## config.mk

```make
export PLATFORM = sky130hd
export DESIGN_NAME = panel_reset_seq
export DESIGN_NICKNAME = d
export VERILOG_FILES = /design/src/rtl/panel_reset_seq.v
export VERILOG_INCLUDE_DIRS = /design/src /design/src/shared
export SDC_FILE = /design/constraint.sdc
export NUM_CORES = 1
export LEC_CHECK = 0
export ABC_AREA = 1
export BUFFER_PORTS_ARGS = -buffer_cell sky130_fd_sc_hd__buf_2
export CELL_PAD_IN_SITES_DETAIL_PLACEMENT = 0
export CELL_PAD_IN_SITES_GLOBAL_PLACEMENT = 2
export CORE_ASPECT_RATIO = 1.75
export CORE_MARGIN = 5
export CORE_UTILIZATION = 36
export CTS_BUF_LIST = sky130_fd_sc_hd__clkbuf_8
export DETAILED_ROUTE_END_ITERATION = 6
export PLACE_DENSITY = 0.83
export SLEW_MARGIN = 20
export SYNTH_ARGS = -nofsm -noshare
export SYNTH_HDL_FRONTEND = slang
export SYNTH_SLANG_ARGS = --single-unit
```

## constraint.sdc

```tcl
create_clock -name MCLK -period 2.37 [get_ports MCLK]
set_input_delay 0 -clock MCLK [delete_from_list [all_inputs] [get_ports MCLK]]
set_output_delay 0 -clock MCLK [all_outputs]
set_load 0.03 [all_outputs]
```

## src/shared/panel_seq_regs.vh

```
// Timing constants for the panel reset and power sequencer.
`ifndef PANEL_SEQ_REGS_VH
`define PANEL_SEQ_REGS_VH
`define CLK_PERIOD_NS     10
`define RST_REJECT_NS     5000
`define RST_ACCEPT_NS     15000
`define RST_REJECT_CYC    (`RST_REJECT_NS / `CLK_PERIOD_NS)
`define RST_ACCEPT_CYC    ((`RST_ACCEPT_NS + `CLK_PERIOD_NS - 1) / `CLK_PERIOD_NS)
`define DONE_SLPIN_MS     10
`define DONE_SLPOUT_MS    120
`define RELOAD_MS         10
`define PWRUP_MS          84
`define BLANK_FRAMES      2
`define FRAME_MS          16
`define MS_TO_CYC(ms)     ((ms) * 1000000 / `CLK_PERIOD_NS)
`define DONE_SLPIN_CYC    `MS_TO_CYC(`DONE_SLPIN_MS)
`define DONE_SLPOUT_CYC   `MS_TO_CYC(`DONE_SLPOUT_MS)
`define RELOAD_CYC        `MS_TO_CYC(`RELOAD_MS)
`define PWRUP_CYC         `MS_TO_CYC(`PWRUP_MS)
`define FRAME_CYC         `MS_TO_CYC(`FRAME_MS)
`endif

```

## src/rtl/panel_reset_seq.v

```verilog
// Panel side reset filter, reload, sleep-out power-up and display-on blanking.
//
// Summary of operation
// - Reset pulses under 5 us are rejected.
// - Reset low over 15 us resets device.
// - Reset in sleep-in completes within 10 ms.
// - Reset in sleep-out completes within 120 ms.
// - Reload settings for 10 ms after the reset completion wait.
// - Sleep-out runs 84 ms internal power-up.
// - Display-on outputs two blank frames first.
`timescale 1ns/1ps
`default_nettype none
`include "panel_seq_regs.vh"

module panel_reset_seq #(
    parameter [31:0] ACCEPT_CYC  = `RST_ACCEPT_CYC,
    parameter [31:0] SLPIN_CYC   = `DONE_SLPIN_CYC,
    parameter [31:0] SLPOUT_CYC  = `DONE_SLPOUT_CYC,
    parameter [31:0] RELOAD_CYC  = `RELOAD_CYC,
    parameter [31:0] PWRUP_CYC   = `PWRUP_CYC,
    parameter [31:0] FRAME_CYC   = `FRAME_CYC,
    parameter [3:0]  BLANK_FRM   = `BLANK_FRAMES
) (
    input  wire       MCLK,          // 100 MHz clock
    input  wire       SRST,          // Synchronous reset, active high
    input  wire       PANEL_RESET_N, // Hardware reset pin, active low
    input  wire       CMD_SLPOUT,    // One-cycle sleep-out command
    input  wire       CMD_SLPIN,     // One-cycle sleep-in command
    input  wire       CMD_DISPON,    // One-cycle display-on command
    input  wire       CMD_DISPOFF,   // One-cycle display-off command
    output reg        READY,         // High when commands are accepted
    output reg        SLEEP_OUT,     // High while in sleep-out state
    output reg        IMAGE_ON,      // High when image is shown
    output reg        BLANKING,      // High while display outputs blanking
    output reg  [2:0] STATE          // Current sequencer state
);
    // State codes; the same codes are shown on STATE.
    localparam [2:0] S_RESET  = 3'h0;
    localparam [2:0] S_DONE   = 3'h1;
    localparam [2:0] S_RELOAD = 3'h2;
    localparam [2:0] S_IDLE   = 3'h3;
    localparam [2:0] S_PWRUP  = 3'h4;
    localparam [2:0] S_BLANK  = 3'h5;
    localparam [2:0] S_SHOW   = 3'h6;

    // Pin filter, interval timers and sequencer state.
    reg [2:0]  sync_q;
    reg        pin_q;
    reg [31:0] low_q;
    reg [31:0] tmr_q;
    reg [3:0]  frm_q;
    reg [2:0]  st_q;
    reg        slp_q;
    reg        disp_q;

    // Three flops bring the pin into this clock. The first may go
    // metastable, so only the second and third stages are compared.
    // The filtered level moves only when those two agree.
    always @(posedge MCLK) begin
        if (SRST) begin
            sync_q <= 3'h7;
            pin_q  <= 1'b1;
        end else begin
            sync_q <= {sync_q[1:0], PANEL_RESET_N};
            if (sync_q[1] == sync_q[2]) begin
                pin_q <= sync_q[2];
            end
        end
    end

    // The filtered pin is low.
    wire pin_low = !pin_q;

    // The low time has reached the accept count.
    wire long_low = (low_q >= ACCEPT_CYC - 32'h1);

    // A reset is taken only once the pin has stayed low for the
    // accept count, so short glitches never reach the state machine.
    wire rst_hit = pin_low && long_low;

    // The low-time counter clears whenever the pin is high and stops
    // once the accept count is reached, so it never wraps and one
    // long pulse cannot give a second reset.
    always @(posedge MCLK) begin
        if (SRST) begin
            low_q <= 32'h0;
        end else if (pin_q) begin
            low_q <= 32'h0;
        end else if (!rst_hit) begin
            low_q <= low_q + 32'h1;
        end
    end

    // Main sequencer. A taken reset overrides everything. The time to
    // complete it is chosen from the sleep state held at that moment,
    // and the reload period always follows the completion wait.
    always @(posedge MCLK) begin
        if (SRST) begin
            st_q   <= S_RESET;
            tmr_q  <= 32'h0;
            frm_q  <= 4'h0;
            slp_q  <= 1'b0;
            disp_q <= 1'b0;
        end else if (rst_hit) begin
            // Completion time depends on the sleep state at reset.
            if (st_q != S_RESET) begin
                tmr_q <= slp_q ? SLPOUT_CYC : SLPIN_CYC;
            end
            st_q   <= S_RESET;
            slp_q  <= slp_q;
            disp_q <= 1'b0;
        end else begin
            case (st_q)
            // Reset released: start the completion wait.
            S_RESET: begin
                st_q <= S_DONE;
            end
            // Completion wait, after which the device is in sleep-in.
            // The timer was loaded when the reset was taken.
            S_DONE: begin
                if (tmr_q != 32'h0) begin
                    tmr_q <= tmr_q - 32'h1;
                end else begin
                    slp_q <= 1'b0;
                    tmr_q <= RELOAD_CYC;
                    st_q  <= S_RELOAD;
                end
            end
            // Settings reload; no command is taken meanwhile.
            S_RELOAD: begin
                if (tmr_q != 32'h0) begin
                    tmr_q <= tmr_q - 32'h1;
                end else begin
                    st_q  <= S_IDLE;
                end
            end
            // Ready for commands in either sleep state.
            // Sleep-in here only clears the sleep flag.
            S_IDLE: begin
                if (CMD_SLPOUT && !slp_q) begin
                    tmr_q <= PWRUP_CYC;
                    st_q  <= S_PWRUP;
                end else if (CMD_SLPIN) begin
                    slp_q <= 1'b0;
                end else if (CMD_DISPON && slp_q) begin
                    tmr_q <= FRAME_CYC;
                    frm_q <= BLANK_FRM;
                    st_q  <= S_BLANK;
                end
            end
            // Internal power-up after sleep-out.
            // SLEEP_OUT rises only after the full count.
            S_PWRUP: begin
                if (tmr_q != 32'h0) begin
                    tmr_q <= tmr_q - 32'h1;
                end else begin
                    slp_q <= 1'b1;
                    st_q  <= S_IDLE;
                end
            end
            // Blank frames after display-on. The timer counts one frame
            // and the frame counter steps once per frame.
            // Display-off or sleep-in abandons the blank frames.
            S_BLANK: begin
                if (CMD_DISPOFF || CMD_SLPIN) begin
                    st_q <= S_IDLE;
                    slp_q <= CMD_SLPIN ? 1'b0 : slp_q;
                end else if (tmr_q > 32'h1) begin
                    tmr_q <= tmr_q - 32'h1;
                end else if (frm_q > 4'h1) begin
                    frm_q <= frm_q - 4'h1;
                    tmr_q <= FRAME_CYC;
                end else begin
                    disp_q <= 1'b1;
                    st_q   <= S_SHOW;
                end
            end
            // Image shown until display-off or sleep-in.
            S_SHOW: begin
                if (CMD_DISPOFF || CMD_SLPIN) begin
                    disp_q <= 1'b0;
                    slp_q  <= CMD_SLPIN ? 1'b0 : slp_q;
                    st_q   <= S_IDLE;
                end
            end
            // Unused codes fall back to reset.
            default: begin
                st_q <= S_RESET;
            end
            endcase
        end
    end

    // Every output is a registered copy of the sequencer state, so the
    // outputs lag the internal state by one clock and never glitch.
    // Blanking is shown whenever the image is not.
    always @(posedge MCLK) begin
        if (SRST) begin
            READY     <= 1'b0;
            SLEEP_OUT <= 1'b0;
            IMAGE_ON  <= 1'b0;
            BLANKING  <= 1'b1;
            STATE     <= S_RESET;
        end else begin
            READY     <= (st_q == S_IDLE) || (st_q == S_SHOW);
            SLEEP_OUT <= slp_q;
            IMAGE_ON  <= disp_q;
            BLANKING  <= !disp_q;
            STATE     <= st_q;
        end
    end
endmodule
`default_nettype wire

```

**Word-level counts from Yosys, hierarchy flattened**

Index checks and enable logic that the tools add are counted.

- Mux-type cells: 40
- Reduce and logical (&&, ||, !) cells: 24
- Eq/ne operators: 29
- $add $sub $neg: 3
- Order comparisons: 3
- Bitwise operators: 1

Operator list:

| operator | count |
|---|---|
| two-way mux 32 bit | 10 |
| case mux 32 bit (4 select lines) | 1 |
| adder 32 x 1 -> 32 bit (second input constant) | 1 |
| >= comparator 32 x 11 -> 1 bit (second input constant) | 1 |
| > comparator 32 x 1 -> 1 bit (second input constant) | 1 |
| nonzero test 32 bit | 1 |
| subtractor 32 x 1 -> 32 bit (second input constant) | 1 |
| two-way mux 3 bit | 9 |
| two-way mux 24 bit | 1 |
| two-way mux 4 bit | 6 |
| inequality test 2 bit (second input constant) | 11 |
| case mux 3 bit (6 select lines) | 1 |
| inequality test 3 bit (second input constant) | 5 |
| AND reduction 7 bit | 2 |
| inequality test 4 bit (second input constant) | 3 |
| equality test 3 bit (second input constant) | 3 |
| two-way mux 1 bit | 9 |
| case mux 4 bit (2 select lines) | 1 |
| AND reduction 8 bit | 1 |
| OR reduction 2 bit | 4 |
| equality test 3 x 2 -> 1 bit (second input constant) | 2 |
| AND reduction 6 bit | 1 |
| AND reduction 5 bit | 1 |
| nonzero test 5 bit | 1 |
| other kinds (16) | 23 |

- Word-level logic and storage cells: 113
- Output and inout bits: 7
- Input port bits: 7
- Bits in registers: 84

**Longest topological paths before layout**

Gate-level depths: netlist of run 1.

- Depth in word-level cells: 6
- Gate-level depth with buffers: 14
- Depth with buffers taken out: 14

**Worst setup path before layout of run 1**

Ideal clock, no wire load.

- Kind: register to register
- Start point: register tmr_q[0]
- End point: register tmr_q[30]
- Setup time: 0.064 ns
- Clock period less this slack: 1.891 ns
- Buffers on the path: 0
- Arrival: 1.827 ns
- Cell stages (with the launch flop): 15
- Setup slack: 0.479 ns
- Required time: 2.306 ns
- Cells stage by stage: dfxtp_1 > inv_1 > ha_1 > inv_1 > nor3_2 > nand2_1 > nor2_4 > nand2_1 > nor2_1 > nand3_1 > nor2_1 > nand3_1 > nand2_1 > nand2_1 > nor2_1

- Cells in the longest elaborated chain, start to end: 5
- Elaborated cells between the ends (all ways): 12
- Those cells by class: 1 x add/sub; 1 x order compare; 2 x eq/ne; 6 x mux; 2 x reduce/logical

RTL lines:

| item | line | source |
|---|---|---|
| from (decl) | panel_reset_seq.v:50 | `reg [31:0] tmr_q;` |
| from (signal assigned) | panel_reset_seq.v:107 | `tmr_q <= slp_q ? SLPOUT_CYC : SLPIN_CYC;` |
| from (signal assigned) | panel_reset_seq.v:122 | `tmr_q <= tmr_q - 32'h1;` |
| from (signal assigned) | panel_reset_seq.v:132 | `tmr_q <= tmr_q - 32'h1;` |
| subtractor 32 x 1 -> 32 bit or > comparator 32 x 1 -> 1 bit (tied branches) | -- |  |
| two-way mux 32 bit | panel_reset_seq.v:168 | `end else if (tmr_q > 32'h1) begin` |
| two-way mux 32 bit | panel_reset_seq.v:165 | `if (CMD_DISPOFF \|\| CMD_SLPIN) begin` |
| case mux 32 bit (4 select lines) | panel_reset_seq.v:113 | `case (st_q)` |
| two-way mux 32 bit | panel_reset_seq.v:104 | `end else if (rst_hit) begin` |

Several ways; a longest one is shown, not always the timed one. The select of a mux whose other input is x is not followed.
A chain may end at the register's enable or synchronous reset.

**Final worst setup path of run 1**

- Start point: register tmr_q[12]
- End point: register tmr_q[30]

Same word-level chain as after synthesis.

==> results.ini, run 1 <==
[finish]
syn_to_final_growth_pct=12.3
utilization_pct=41.4
layout-drive-gt1-share_pct=13.0
n_fill_cell=1533
antennaDiodeCount=0
multiInputGateArea_mm2=0.00287
fin_nets=812
regArea_mm2=0.00168
fin_area_mm2=0.00558

[power_and_ir_drop]
power_density_mw_per_mm2=1140
leakage_uw=0.00233
peakVddDrop_v=0.000516

[synth]
yosys_warnings=0
ys_seq_area_share_pct=33.9
synth.distinct_cells=38
ys_ff_latch=84
ys.flop_type=dfxtp_1
synth_edf_count=0
syn_area_per_cell_um2=6.46
synth_cells=769
syn_nets=782
synth.top_cell.area_share_pct=33.9
async_flop_share_pct=0
synth_area_leader_cell=dfxtp_1
synth_area_mm2=0.00497
synth.top_cells.by_area=dfxtp_1 34%, nand2_1 12%, nor2_1 11%

[grt]
antenna_found_initial=0
grt_overflow=0
grt_max_degree=33
grt_pass1_vias=4886
grt_use_met1_pct=18.8
top_usage_layer=met2
met3_usage_pct=3.07
use_met2_pct=36.6
grtUsageTotal_pct=18.5
grt_pass1_wl_mm=23.9

[worst_setup_path]
crit_arrival_ps=2450
critPathCaptureType=flip-flop
crit_fanout=14
crit-reg2reg-capture=tmr_q[30]
critPathKind=flip-flop to flip-flop
reg2reg_from=tmr_q[12]
worst_setup_path_start_kind=flip-flop
rrSetupSlack_ps=170
r2r_cells=12
worstPathRequired_ps=2620

[placed_design]
dp_hpwl_mm=11.4
io_buffers=13
gp_congestion=0.866
place_area_mm2=0.00528

[timing]
hold-worst-slack_ps=175
drv_slew=0
setup-tns-final_ps=0
finalCriticalPeriod_ps=2200
maxSlewHeadroom_pct=45.6
fin_skew_ps=16.8
maxClockFrequency_ghz=0.454
post-route-period-util_pct=93.0
rsz0062_at_grt=false
hold_violations=0
setup_violations=0
tightest_slew_ps=815

[run]
cap_violations=0

[cts]
insertion_delay_ps=370
clkSinkCount=84
cts_root_buffer=clkbuf_8
clock_path_buffers=2
cts_inserted_buffers=9
tritoncts=yes
path_clk_slew_ps=90
cts-htree-levels=3

[die]
initial_core_util_pct=36.9
die_h_um=165
pin_count=14
die-area_mm2=0.0163
rows=56
fp.dieW_um=98.8
coreArea_mm2=0.0135

[detailed_routing]
vias_per_cell=5.08
dr.first_iter.drc_count=187
drc=0
via_count=4968
drt_wl_total_mm=14.7
drtAntennaViolNets=0
wl_per_cell_um=15.1
first_pass_iters=4

[hold_path]
hold_class=primary input to flip-flop
min_from=CMD_SLPIN
min_to=slp_q
hold_depth=6

[status]
outcome=finished, final reports clean

[through the flow]
stage | total power, uW | cells | worst slack [ps]
final | 6350 | 977 | 167
after global routing | 6910 | 977 | 1.97
after CTS | 6310 | 972 | 75.3
after detailed placement | 5140 | 955 | 109
after global placement | 5120 | 955 | 186
after floorplan | 4280 | 769 | 479
[worst max-delay path, stage by stage (launching register included)]
cell	delay (ps)
dfxtp_1	380
nor2_2	190
nand2_2	150
nor2_4	160
nand2_2	70
nor2_4	180
nand3_1	170
nand2_2	130
inv_2	40
nand2_2	60
nand3_2	140
nand2_2	300
nor2_1	90
[synth_stat cells, types with 2 or more instances]
| cell | n |
|---|---|
| a21oi_1 | 49 |
| nor2_2 | 7 |
| nand2_2 | 11 |
| ha_1 | 6 |
| inv_2 | 6 |
| nor2_4 | 8 |
| buf_6 | 4 |
| o21ai_0 | 33 |
| nand3_2 | 6 |
| clkbuf_1 | 6 |
| nand4_1 | 22 |
| buf_4 | 3 |
| nor3_1 | 20 |
| nor3_2 | 2 |
| or2_2 | 5 |
| a31oi_1 | 2 |
| nor2_1 | 145 |
| dfxtp_1 | 84 |
| o21a_1 | 2 |
| nand2_1 | 157 |
| xor2_1 | 10 |
| nand3_1 | 75 |
| inv_1 | 77 |
| nor4_1 | 6 |
| buf_2 | 6 |
| xnor2_1 | 5 |
[layout by cell type (no fill, tap or decap), types with 2 or more instances in the layout]
master,count
nand2_2,12
nand3_2,6
nand2_1,156
buf_4,23
nand4_1,22
o21ai_0,33
a21oi_1,49
clkbuf_8,9
bufinv_16,2
nor2_2,6
nor3_4,2
xnor2_1,5
dlygate4sd3_1,2
nor2_1,144
clkinv_4,2
buf_2,13
o21a_1,2
inv_1,77
xor2_1,10
ha_1,5
inv_2,6
a31oi_1,2
or2_2,5
nand3_1,75
nor3_1,20
dfxtp_1,84
nor2_4,10
nor4_1,6
[layer usage]
layer | share of wire, % | up-vias
met5 | 0 | -
li1 | - | 2556
met1 | 39 | 2305
met2 | 56 | 77
met3 | 2.4 | 30
met4 | 3.0 | 0
[cell type report]
| class | instances | area share [%] |
|---|---|---|
| well taps | 174 | 3.90 |
| inverters | 83 | 5.59 |
| repair buffers | 39 | 4.98 |
| clock buffers | 9 | 2.22 |
| clock inverters | 6 | 1.62 |
| flip-flops and latches | 84 | 30.2 |
| multi-input cells | 582 | 51.5 |
[registers in the layout, summed over array words and instances, names as in the netlist]
signal	cells
frm_q	4
pin_q	1
READY	1
disp_q	1
sync_q	3
STATE	3
tmr_q	32
slp_q	1
st_q	3
SLEEP_OUT	1
IMAGE_ON	1
low_q	32
BLANKING	1
[power breakdown]
part | leakage [uW] | total (uW) | internal [uW] | switching [uW]
logic | 0.00154 | 3310 | 1150 | 2150
clock network | 0.000105 | 1150 | 590 | 563
registers | 0.000683 | 1890 | 1640 | 249
[cells by family after synthesis]
logic type               count (synthesis)  share of synthesized area [%]
AND/OR/NAND/NOR                        468                           43.0
buffers and inverters                  103                           8.77
AO/OA/AOI/OAI                           93                           10.2
flip-flops                              84                           33.9
XOR/XNOR                                15                           2.65
adder cells (fa/ha/maj)                  6                           1.51
[worst max path at each step]
| stage | start | to | slack (ps) | cells past startpoint |
|---|---|---|---|---|
| 2_1_floorplan | tmr_q[0] | tmr_q[30] | 480 | 14 |
| 3_3_place_gp | tmr_q[12] | tmr_q[30] | 190 | 12 |
| 3_5_place_dp | tmr_q[0] | tmr_q[30] | 110 | 14 |
| 4_1_cts | tmr_q[0] | tmr_q[30] | 80 | 14 |
| 5_1_grt | tmr_q[12] | tmr_q[26] | 2 | 12 |
| 6_report | tmr_q[12] | tmr_q[30] | 170 | 12 |
[what timing repair did]
item / CTS / global route
endpoints found under the hold margin: 7 / 0
buffers inserted: 0 / 5
resized for setup: 0 / 6
endpoints found under the setup margin: 0 / 7
hold buffers: 2 / 0
(Power assumes the default switching activity.)
==> run 2: changes to the inputs <==
--- a/config.mk
+++ b/config.mk
@@ -7,6 +7,7 @@
 export NUM_CORES = 1
 export LEC_CHECK = 0
 export ABC_AREA = 1
+export ABC_CLOCK_PERIOD_IN_PS = 2370
 export BUFFER_PORTS_ARGS = -buffer_cell sky130_fd_sc_hd__buf_2
 export CELL_PAD_IN_SITES_DETAIL_PLACEMENT = 0
 export CELL_PAD_IN_SITES_GLOBAL_PLACEMENT = 2
@@ -16,6 +17,7 @@
 export CTS_BUF_LIST = sky130_fd_sc_hd__clkbuf_8
 export DETAILED_ROUTE_END_ITERATION = 6
 export PLACE_DENSITY = 0.83
+export SETUP_SLACK_MARGIN = 0.3
 export SLEW_MARGIN = 20
 export SYNTH_ARGS = -nofsm -noshare
 export SYNTH_HDL_FRONTEND = slang
==> run 2 against run 1 <==
Via count up 3.2%. Die area unchanged. Power up 12%. Non-clock buffer count up 13. Cell area up 7.4%. Critical path type unchanged.
==> results.ini, run 2 (synthesis results as in run 1) <==
[status]
outcome=finished, final reports clean

[finish]
most-common-layout-cells=150 x nand2_1, 133 x nor2_1, 73 x inv_1
n_fill_cell=1506  ; -1.8%
fin_nets=827  ; +1.8%
fin_area_mm2=0.00599  ; +7.4%
layout-drive-gt1-share_pct=21.1  ; +8.2 points
syn_to_final_growth_pct=20.6
top_regs=low_q: 32 flops, tmr_q: 32 flops, frm_q: 4 flops
final_common_cell=nand2_1
antennaDiodeCount=0  ; unchanged

[power_and_ir_drop]
power_density_mw_per_mm2=1190  ; +4.4%
seqPwrFrac_pct=27.5  ; -2.3 points
p_sw_share_pct=46.4  ; -0.34 points
pwr-share-clk_pct=16.2  ; -2.0 points
fin_total_pwr_uw=7120  ; +12%
pwr-share-comb_pct=56.3  ; +4.2 points
leakage_uw=0.00246  ; +5.7%
p_int_uw=3820  ; +13%
p_switching_uw=3300  ; +11%
peakVddDrop_v=0.000537  ; +4.0%

[timing]
tightest_slew_ps=792  ; -23.5 ps
maxSlewHeadroom_pct=47.1  ; +1.6 points
post-route-period-util_pct=83.8  ; -9.1 points
maxClockFrequency_ghz=0.503  ; +11%
setup-tns-final_ps=0  ; unchanged
hold_violations=0  ; unchanged
finalCriticalPeriod_ps=1990  ; -216 ps
setup_violations=0  ; unchanged
rsz0062_at_grt=true
fin_skew_ps=16.7  ; -0.0994 ps
drv_slew=0  ; unchanged

[grt]
grtUsageTotal_pct=19.0  ; +0.51 points
grt_pass1_vias=4969  ; +1.7%
grt_max_degree=24  ; -27%
antenna_found_initial=0  ; unchanged
grt_overflow=0  ; unchanged
grt_pass1_wl_mm=24.4  ; +2.0%

[worst_setup_path]
path_cells=nor2_4, nand2_4, nor2_4, nand2_2, nor2_4, nand3_1, nand3_2, a21oi_4, buf_12, buf_12, o21ai_0, nor2_1
worst_setup_path_start_kind=flip-flop
max_stage_delay_ps=380  ; about the same
crit_path_frequent_cell=nor2_4
worstPathRequired_ps=2630  ; about the same
critPathKind=flip-flop to flip-flop
cp_slowest_cell=dfxtp_4
crit_arrival_ps=2250  ; -200 ps
critPathBufInv=2  ; +1
cp_top_family=simple AND/OR/NAND/NOR gates
critPathCaptureType=flip-flop
crit_fanout=8  ; -6

[placed_design]
io_buffers=13  ; unchanged
place_area_mm2=0.00528  ; unchanged
dp_hpwl_mm=11.4  ; unchanged
gp_congestion=0.866  ; unchanged

[detailed_routing]
drc=0  ; unchanged
via_count=5127  ; +3.2%
first_pass_iters=4  ; unchanged
drtAntennaViolNets=0  ; unchanged
vias_per_cell=5.17  ; +1.6%
drt_wl_total_mm=15.6  ; +6.2%
wl_per_cell_um=15.8  ; +4.6%
dr.first_iter.drc_count=153  ; -18%

[cts]
insertion_delay_ps=380  ; about the same
cts_root_buffer=clkbuf_8
cts_inserted_buffers=9  ; unchanged
cts-htree-levels=3  ; unchanged
clkSinkCount=84  ; unchanged
clock_path_buffers=2  ; unchanged
path_clk_slew_ps=90  ; about the same
tritoncts=yes

[die]
coreArea_mm2=0.0135  ; unchanged
fp.dieW_um=98.8  ; unchanged
pin_count=14  ; unchanged
initial_core_util_pct=36.9  ; unchanged
die-area_mm2=0.0163  ; unchanged
die_h_um=165  ; unchanged
rows=56  ; unchanged

[hold_path]
hold_class=primary input to flip-flop

[run]
cap_violations=0  ; unchanged

==> run 2: area by class of cell <==
cell class	count	area (um2)	share of cell area [%]
flip-flops and latches	84	1720	28.7
inverters	83	314	5.24
clock buffers	9	124	2.07
repair buffers	52	440	7.35
well taps	174	218	3.64
multi-input cells	584	3090	51.5
clock inverters	6	90.1	1.50
==> run 2: worst paths after layout <==
path               end         from  cells past startpoint  slack [ps]
max reg2reg  tmr_q[21]    tmr_q[12]                     12         380
min reg2reg  sync_q[1]    sync_q[0]                      1         430
max          tmr_q[21]    tmr_q[12]                     12         380
min            st_q[2]  CMD_DISPOFF                      5         140
==> run 2: tightest hold or removal path, delay by kind of cell <==
kind,cells,cell delay [ps]
buffers and inverters,1,80
AO/OA/AOI/OAI,3,250
AND/OR/NAND/NOR,1,160
==> run 2: metal layers <==
metal	share of wire, %	track usage [%]
met1	38	19.3
met3	2.6	3.15
met5	0	0
met4	3.6	8.95
met2	56	36.8
==> run 2: repair_timing <==
item | 4_1_cts | 5_1_grt
resized for setup | 20 | 72
setup endpoints to repair | 33 | 41
pin swaps | 7 | 25
hold buffers | 2 | 0
buffers inserted | 5 | 11
gates cloned | 2 | 2
hold endpoints to repair | 7 | 0
==> run 2: power by group through the flow <==
stage | logic, uW | registers (uW) | clock network, uW
after global routing | 4440 | 1980 | 1250
after detailed placement | 3230 | 1910 | 0
after CTS | 3520 | 1890 | 1190
after global placement | 3210 | 1910 | 0
after floorplan | 2400 | 1870 | 0
final | 4010 | 1950 | 1150
==> run 2: stage by stage <==
stage | instances | util (%) | setup slack [ps] | hold WS (ps)
2_1_floorplan | 769 | - | 479 | 104
3_3_place_gp | 955 | 39.2 | 186 | 187
3_5_place_dp | 955 | 39.2 | 109 | 184
4_1_cts | 979 | 42.2 | 284 | 160
5_1_grt | 992 | 44.5 | 224 | 147
6_report | 992 | 44.5 | 383 | 143
